### config.mk
export PLATFORM = sky130hd
export DESIGN_NAME = sar_device_flat
export DESIGN_NICKNAME = d
export VERILOG_FILES = /design/src/rtl/sar_pkg.sv /design/src/rtl/sar_link_if.sv /design/src/rtl/sar_device.sv /design/src/rtl/sar_sync.sv /design/src/flat_wrapper.sv
export SDC_FILE = /design/constraint.sdc
export NUM_CORES = 1
export LEC_CHECK = 0
export BUFFER_PORTS_ARGS = -buffer_cell sky130_fd_sc_hd__buf_2
export CAP_MARGIN = 0
export CORE_MARGIN = 2
export CORE_UTILIZATION = 53
export DETAILED_ROUTE_END_ITERATION = 8
export MAX_ROUTING_LAYER = met4
export PLACE_DENSITY_LB_ADDON = 0.3
export SYNTH_ARGS = -nofsm -noshare
export SYNTH_HDL_FRONTEND = slang
export SYNTH_HIERARCHICAL = 1
export SYNTH_SLANG_ARGS = --single-unit
### constraint.sdc
create_clock -name CLK -period 7.6 [get_ports CLK]
set_input_delay 1.14 -clock CLK [delete_from_list [all_inputs] [get_ports CLK]]
set_output_delay 1.14 -clock CLK [all_outputs]
set_load 0.01 [all_outputs]
### src/rtl/sar_pkg.sv
// Package: shared constants and types for the serial readout converter link
package sar_pkg;
  localparam int unsigned CLK_PERIOD_NS = 25;
  localparam int unsigned DATA_W = 16;
  localparam int unsigned CONV_MIN_NS = 500;
  localparam int unsigned CONV_MAX_NS = 8800;
  // Least time rounds up, longest time rounds down
  localparam int unsigned CONV_MIN_CYC = (CONV_MIN_NS + CLK_PERIOD_NS - 1) / CLK_PERIOD_NS;
  localparam int unsigned CONV_MAX_CYC = CONV_MAX_NS / CLK_PERIOD_NS;
  // Model conversion time inside the device, between min and max
  localparam int unsigned CONV_MODEL_CYC = CONV_MIN_CYC + 20;
  localparam int unsigned CNT_W = 10;
  localparam logic [9:0] CONV_MAX_CNT = 10'h160;
  // Host serial clock half period in system cycles, less one (4 cycles, 200 ns period)
  localparam logic [1:0] SCLK_HALF = 2'h3;
  localparam logic [15:0] RESULT_RESET = 16'h0000;
  typedef enum logic [1:0] {SAR_MODE_3W, SAR_MODE_4W, SAR_MODE_CHAIN} sar_mode_t;
endpackage

### src/rtl/sar_link_if.sv
// Interface: pins between converter device and host controller
`timescale 1ns/1ps
`default_nettype none
interface sar_link_if;
  logic convert_start;
  logic sclk;
  logic din;
  logic dout_o;
  logic dout_oe;
  logic dout;
  // Line level resolved here; pulled high when undriven
  assign dout = dout_oe ? dout_o : 1'b1;
  modport device (input convert_start, input sclk, input din, output dout_o, output dout_oe);
  modport host (output convert_start, output sclk, output din, input dout);
endinterface
`default_nettype wire

### src/rtl/sar_device.sv
// Converter device end: mode select, conversion timing and serial output
// Contract
// Chain input high at start: select mode
// Chain input low at start: daisy chain
// Result is unsigned straight binary, 16 bits
// Internal clock times conversion, serial clock shifts
// 3-wire start edge: tri-state, sample, convert
// Host restores start before min, holds to max
// After conversion: acquire, power down, keep result
// Host waits max conversion before selecting
// 3-wire start fall drives MSB, then falls
// 3-wire output off after 16th fall or rise
// Host captures on either serial clock edge
// 4-wire: start stays high until read done
// 4-wire select back high during conversion window
// 4-wire select fall drives MSB, off after 16
// Several 4-wire devices: select after previous done
// 4-wire: never both start and select low
// Output driven low when both inputs low
// Chain: serial clock low at start edge
// Chain: load result, drive MSB at end
// Chain: each fall shifts chain input in
// Host issues 16 times N falls for chain
// Chain wiring: first input low, clocks shared
// Host takes bit before 3 ns hold ends
// Host counts max conversion time itself
`timescale 1ns/1ps
`default_nettype none
module sar_device (
  input wire logic CLK,
  input wire logic RESET_N,
  sar_link_if.device LINK,
  input wire logic [15:0] SAMPLE_IN,
  output logic [15:0] RESULT,
  output logic BUSY,
  output logic [1:0] MODE
);
  logic cs_s, ck_s, di_s;
  logic cs_d, ck_d, di_d;
  logic cs_rise, cs_fall, ck_fall, di_fall, di_rise;
  logic [15:0] held;
  logic [15:0] shreg;
  logic [4:0] bits;
  logic [sar_pkg::CNT_W-1:0] conv_cnt;
  logic dout_o, dout_oe;
  sar_pkg::sar_mode_t mode;
  // Decoded events, shared by the acquisition flag, output and status processes
  logic idle;
  logic eoc;
  logic both_low;
  logic sel_4w;
  logic acq;

  sar_sync u_cs (.CLK(CLK), .RESET_N(RESET_N), .d(LINK.convert_start), .q(cs_s));
  sar_sync u_ck (.CLK(CLK), .RESET_N(RESET_N), .d(LINK.sclk), .q(ck_s));
  sar_sync #(.INIT(1'b1)) u_di (.CLK(CLK), .RESET_N(RESET_N), .d(LINK.din), .q(di_s));

  // Edge detection on synchronised pins
  // Delays reset to each pin's idle level, so reset alone makes no edge
  always_ff @(posedge CLK or negedge RESET_N) begin
    if (!RESET_N) begin
      cs_d <= 1'b0;
      ck_d <= 1'b0;
      di_d <= 1'b1; // Idles high
    end else begin
      cs_d <= cs_s;
      ck_d <= ck_s;
      di_d <= di_s;
    end
  end
  assign cs_rise = cs_s & ~cs_d;
  assign cs_fall = ~cs_s & cs_d;
  assign ck_fall = ~ck_s & ck_d;
  assign di_fall = ~di_s & di_d;
  assign di_rise = di_s & ~di_d;

  // Acquisition phase: no conversion running, result may be read out
  assign idle = (conv_cnt == '0);
  // Last counted cycle of a conversion
  assign eoc = (conv_cnt == sar_pkg::CNT_W'(1));
  // Both inputs low parks the output low, so a chain link never floats
  assign both_low = ~cs_s & ~di_s;
  // Chain input falling under a high start is a 4-wire select; a 3-wire
  // host ties that input high, so the same test serves before relabelling
  assign sel_4w = cs_s & di_fall & (mode != sar_pkg::SAR_MODE_CHAIN);

  // Mode latched at start edge; 4-wire told apart by select low while start high later
  always_ff @(posedge CLK or negedge RESET_N) begin
    if (!RESET_N) begin
      mode <= sar_pkg::SAR_MODE_3W;
    end else if (cs_rise) begin
      if (di_s) begin
        mode <= sar_pkg::SAR_MODE_3W;
      end else begin
        mode <= sar_pkg::SAR_MODE_CHAIN;
      end
    end else if (mode == sar_pkg::SAR_MODE_3W && conv_cnt == '0 && cs_s && di_fall) begin
      mode <= sar_pkg::SAR_MODE_4W;
    end
  end

  // Conversion timed by own counter; serial clock plays no part
  always_ff @(posedge CLK or negedge RESET_N) begin
    if (!RESET_N) begin
      conv_cnt <= '0;
      held <= sar_pkg::RESULT_RESET;
    end else if (cs_rise) begin
      conv_cnt <= sar_pkg::CNT_W'(sar_pkg::CONV_MODEL_CYC);
      held <= SAMPLE_IN;
    end else if (conv_cnt != '0) begin
      conv_cnt <= conv_cnt - 1'b1;
    end
  end

  // Acquisition flag: the converter core is powered down while it is high;
  // only the digital shift path toggles during readout
  always_ff @(posedge CLK or negedge RESET_N) begin
    if (!RESET_N) begin
      acq <= 1'b1;
    end else if (cs_rise) begin
      acq <= 1'b0;
    end else if (eoc) begin
      acq <= 1'b1;
    end
  end

  // Shift register for all modes; bit count for the 3-wire and 4-wire reads only
  always_ff @(posedge CLK or negedge RESET_N) begin
    if (!RESET_N) begin
      shreg <= sar_pkg::RESULT_RESET;
      bits <= 5'h00;
      dout_oe <= 1'b0;
      dout_o <= 1'b0;
    end else if (cs_rise) begin
      dout_oe <= (di_s == 1'b0);
      dout_o <= 1'b0;
      bits <= 5'h00;
    end else if (eoc) begin
      // End of conversion: result kept for readout while idle
      shreg <= held;
      bits <= 5'h00;
      if (mode == sar_pkg::SAR_MODE_CHAIN) begin
        dout_oe <= 1'b1;
        dout_o <= held[15];
      end
    end else if (idle) begin
      if (both_low) begin
        // Parked low ahead of a chain start; never seen during a read
        dout_oe <= 1'b1;
        dout_o <= 1'b0;
      end else if (mode == sar_pkg::SAR_MODE_CHAIN) begin
        if (ck_fall) begin
          shreg <= {shreg[14:0], di_s};
          dout_o <= shreg[14];
        end
      end else if (mode == sar_pkg::SAR_MODE_3W && cs_fall) begin
        // 3-wire: start falling selects and brings out the MSB
        dout_oe <= 1'b1;
        dout_o <= shreg[15];
        bits <= 5'h01;
      end else if (sel_4w) begin
        // 4-wire: select falling brings out the MSB, same cycle as relabelling
        dout_oe <= 1'b1;
        dout_o <= shreg[15];
        bits <= 5'h01;
      end else if (mode == sar_pkg::SAR_MODE_4W && di_rise) begin
        dout_oe <= 1'b0;
      end else if (dout_oe && ck_fall) begin
        // The 16th fall releases the line; a select rise does so earlier
        if (bits == 5'h10) begin
          dout_oe <= 1'b0;
        end else begin
          dout_o <= shreg[4'(15 - bits)];
          bits <= bits + 1'b1;
          if (bits == 5'h0f) begin
            bits <= 5'h10;
          end
        end
      end
    end else if (!cs_s && !di_s) begin
      // Both low during a conversion: park low as well
      dout_oe <= 1'b1;
      dout_o <= 1'b0;
    end
  end

  // Status outputs straight from flops
  always_ff @(posedge CLK or negedge RESET_N) begin
    if (!RESET_N) begin
      RESULT <= sar_pkg::RESULT_RESET;
      BUSY <= 1'b0;
      MODE <= 2'h0;
    end else begin
      // Reloads only at end of conversion, so a chain read-out leaves it intact
      if (eoc) begin
        RESULT <= held;
      end
      BUSY <= ~acq;
      MODE <= mode;
    end
  end

  assign LINK.dout_o = dout_o;
  assign LINK.dout_oe = dout_oe;
endmodule
`default_nettype wire

### src/rtl/sar_sync.sv
// Two-flop synchroniser for one pin level
`timescale 1ns/1ps
`default_nettype none
module sar_sync #(
  parameter logic INIT = 1'b0
) (
  input wire logic CLK,
  input wire logic RESET_N,
  input wire logic d,
  output logic q
);
  logic meta;
  // First stage is read by the second only; reset to the pin's idle level
  always_ff @(posedge CLK or negedge RESET_N) begin
    if (!RESET_N) begin
      meta <= INIT;
      q <= INIT;
    end else begin
      meta <= d;
      q <= meta;
    end
  end
endmodule
`default_nettype wire

### src/flat_wrapper.sv
// flat-port wrapper written by rule: the top's interface ports become plain ports
module sar_device_flat 
  (CLK, RESET_N, SAMPLE_IN, RESULT, BUSY, MODE, LINK_convert_start, LINK_sclk, LINK_din, LINK_dout_o, LINK_dout_oe);
  sar_link_if LINK_i ();
  input wire logic CLK;
  input wire logic RESET_N;
  input wire logic [15:0] SAMPLE_IN;
  output logic [15:0] RESULT;
  output logic BUSY;
  output logic [1:0] MODE;
  input wire logic [$bits(LINK_i.convert_start)-1:0] LINK_convert_start;
  input wire logic [$bits(LINK_i.sclk)-1:0] LINK_sclk;
  input wire logic [$bits(LINK_i.din)-1:0] LINK_din;
  output wire logic [$bits(LINK_i.dout_o)-1:0] LINK_dout_o;
  output wire logic [$bits(LINK_i.dout_oe)-1:0] LINK_dout_oe;
  assign LINK_i.convert_start = LINK_convert_start;
  assign LINK_i.sclk = LINK_sclk;
  assign LINK_i.din = LINK_din;
  assign LINK_dout_o = LINK_i.dout_o;
  assign LINK_dout_oe = LINK_i.dout_oe;
  sar_device u_core (.CLK(CLK), .RESET_N(RESET_N), .LINK(LINK_i), .SAMPLE_IN(SAMPLE_IN), .RESULT(RESULT), .BUSY(BUSY), .MODE(MODE));
endmodule
==> metrics <==
pre-CTS setup slack 4670 ps; Post-synth top cells nand2_1, dfrtp_1, nor2_1; Setup Viol. Count Final 0; critical path fanouts, max 16; htree depth 3; synthesized instance count 378; P per Cell Area 258 nW/µm²; port bufs 41; CTS tree yes; Yosys reg bits 80; final worst slack 4620 ps; crit share post-route 39.2%; YS warnings 6; max-cap violation count 0; count leader, synth nand2_1; Mapped Area 3740 µm²; Post-Synth XOR/XNOR Area 1.87%; status finished clean; layout cells sized above 1 21.0%; worst-margin pin slew 972 ps; initial antenna violation count 0; Post-Synth Adder-Cell Area 2.01%; EDFF count, synth 0; Crit Path Class register to register; leakage power 2.13 nW; Final Critical Period 2980 ps; vias in the first global route 2812; antenna cells 0; simple-gate share of the synthesized area 23.9%; Die Ht 88.0 µm; startpoint types register; Top FF cell, synth dfrtp_1; Yosys top cell area share 50.9%; gp weighted congestion 0.891; Async SR Flop Fraction 100%; Worst Skew 9.72 ps; Clock Latency Late Sink 350 ps; All-Layer GR Usage 23.9%; row cnt 30; largest net degree at the start of global routing 81; Worst Path Arrival 3220 ps; synth unique cells 49; synthesized area per cell 9.89 µm²; dpl cells 501; Finished Layout Cells 516; mux contribution to synthesized area 8.53%; sequential share of the synthesized area 53.7%; Setup crit end kind register; syn_nets 405; initial DRC count 257; core box area 6790 µm²; fin area 4170 µm²; number of cells on the worst reg-to-reg path 5; leading post-synthesis cells by cell area dfrtp_1, nand2_1, mux2_4; largest family of logic cells by synthesized area simple AND/OR/NAND/NOR gates; Fill cells 574; post-DP HPWL 5.10 mm; # IOs 42; Area after DPL 4010 µm²; die area 7740 µm²; Hold WC Path Type register to register; nets 443; drt drc 0; area leader, netlist dfrtp_1; post-CTS setup buffers 0; post-synthesis compound-gate area fraction 6.83%; cts repair resizes 0; chip width 88.0 µm; post-route setup TNS 0 ps; hold-critical path depth 0; TritonRoute pass-1 iters 7; Slew Limit Fails 0; Via-to-Cell Ratio 5.52; GRT overflow 0; slew margin rel. 35.2%; Clock Tree Buf Depth 2; Final Hold Vio Count 0; Clock transition at path regs 80 ps; CTS Sinks 80; first-pass GRT wire length 13.6 mm; routed wire length per instance 15.1 µm; vias 2849; CTS Hold Buffers Added 0; initial core utilization 55.0%; Max Fclk 335 MHz; CTS buffer count 9; Final Routed Wirelength 7.80 mm; post-route ant nets 0; RSZ-0062 raised after global routing no; Root Buffer clkbuf_8; Crit path required time 7840 ps; Peak VDD IR 0.140 mV; Area growth syn-to-layout 11.5%
==> metal layers <==
metal | wire length [µm] | track usage (%) | vias to the layer above | part of all wire, %
met2 | 3660 | 34.4 | 81 | 47
met4 | 161 | 9.09 | 0 | 2.1
met3 | 418 | 6.41 | 14 | 5.4
li1 | - | - | 1356 | -
met5 | 0 | - | - | 0
met1 | 3570 | 32.5 | 1398 | 46
==> sequential cells by signal, indices dropped and copies added (netlist names), 2 cells and up <==
register         flops
u_core/RESULT       16
u_core/held         16
u_core/shreg        16
u_core/conv_cnt     10
u_core/bits          5
u_core/MODE          2
u_core/mode          2
==> placed cells by master (no fill, tap or decap), drive strengths merged, types with 3 or more instances in the layout <==
master,Yosys,routed
mux4,3,3
dfstp,4,4
inv,11,11
a21oi,13,13
a2111oi,3,3
mux2,19,19
nand4,4,4
xnor2,5,5
nand3,9,9
nand2b,4,4
nor4,4,4
nand2,135,135
nor3,8,8
dfrtp,76,76
buf,4,43
xor2,3,3
clkinv,0,4
ha,6,6
nor2,17,17
clkbuf,12,10
o21ai,5,5
==> report_power, final <==
group,total [mW],switching [mW],internal (mW)
clock,0.270,0.153,0.117
combinational,0.248,0.146,0.102
sequential,0.556,0.0553,0.501
total,1.07,0.355,0.719
==> worst paths after layout <==
| kind | from | to | slack [ps] |
|---|---|---|---|
| worst max-delay path | u_core/conv_cnt[5] | u_core/shreg[8] | 4620 |
| worst min-delay path | u_core/u_cs/meta | u_core/u_cs/q | 360 |
| worst max register to register | u_core/conv_cnt[5] | u_core/shreg[8] | 4620 |
| worst min register to register | u_core/u_cs/meta | u_core/u_cs/q | 360 |
| max in group asynchronous | RESET_N | u_core/held[5] | 6030 |
| min in group asynchronous | RESET_N | u_core/MODE[0] | 920 |
==> layout make-up <==
type	instances	area (µm²)	share of cell area, %
sequential	80	2010	48.1
tap	96	120	2.88
clock buffer	10	128	3.06
multi-input combinational	271	1620	38.7
clock inverter	5	35.0	0.840
timing repair buffer	43	223	5.34
inverter	11	41.3	0.990
==> critical path: stages (launching register included) <==
cell and delay [ps]:
dfrtp_1 430, or4_1 710, nor4b_4 520, nand4_2 190, a21oi_4 610, mux2_2 420
==> per-stage QoR <==
| step | utilization [%] | hold WS, ps | power, mW |
|---|---|---|---|
| 2_1_floorplan | - | 331 | 0.721 |
| 3_3_place_gp | 59.0 | 332 | 0.805 |
| 3_5_place_dp | 59.0 | 339 | 0.811 |
| 4_1_cts | 61.4 | 361 | 1.08 |
| 5_1_grt | 61.4 | 368 | 1.15 |
| 6_report | 61.4 | 361 | 1.07 |
==> cells by family (layout without fill, tap and decap cells) <==
family                   after synthesis  count (layout)
XOR/XNOR                               8               8
multiplexers                          22              22
buffers and inverters                 27              69
AO/OA/AOI/OAI                         37              37
AND/OR/NAND/NOR                      198             198
adder cells (fa/ha/maj)                6               6
flip-flops                            80              80
Note: power is estimated with default switching activity, not from simulation.
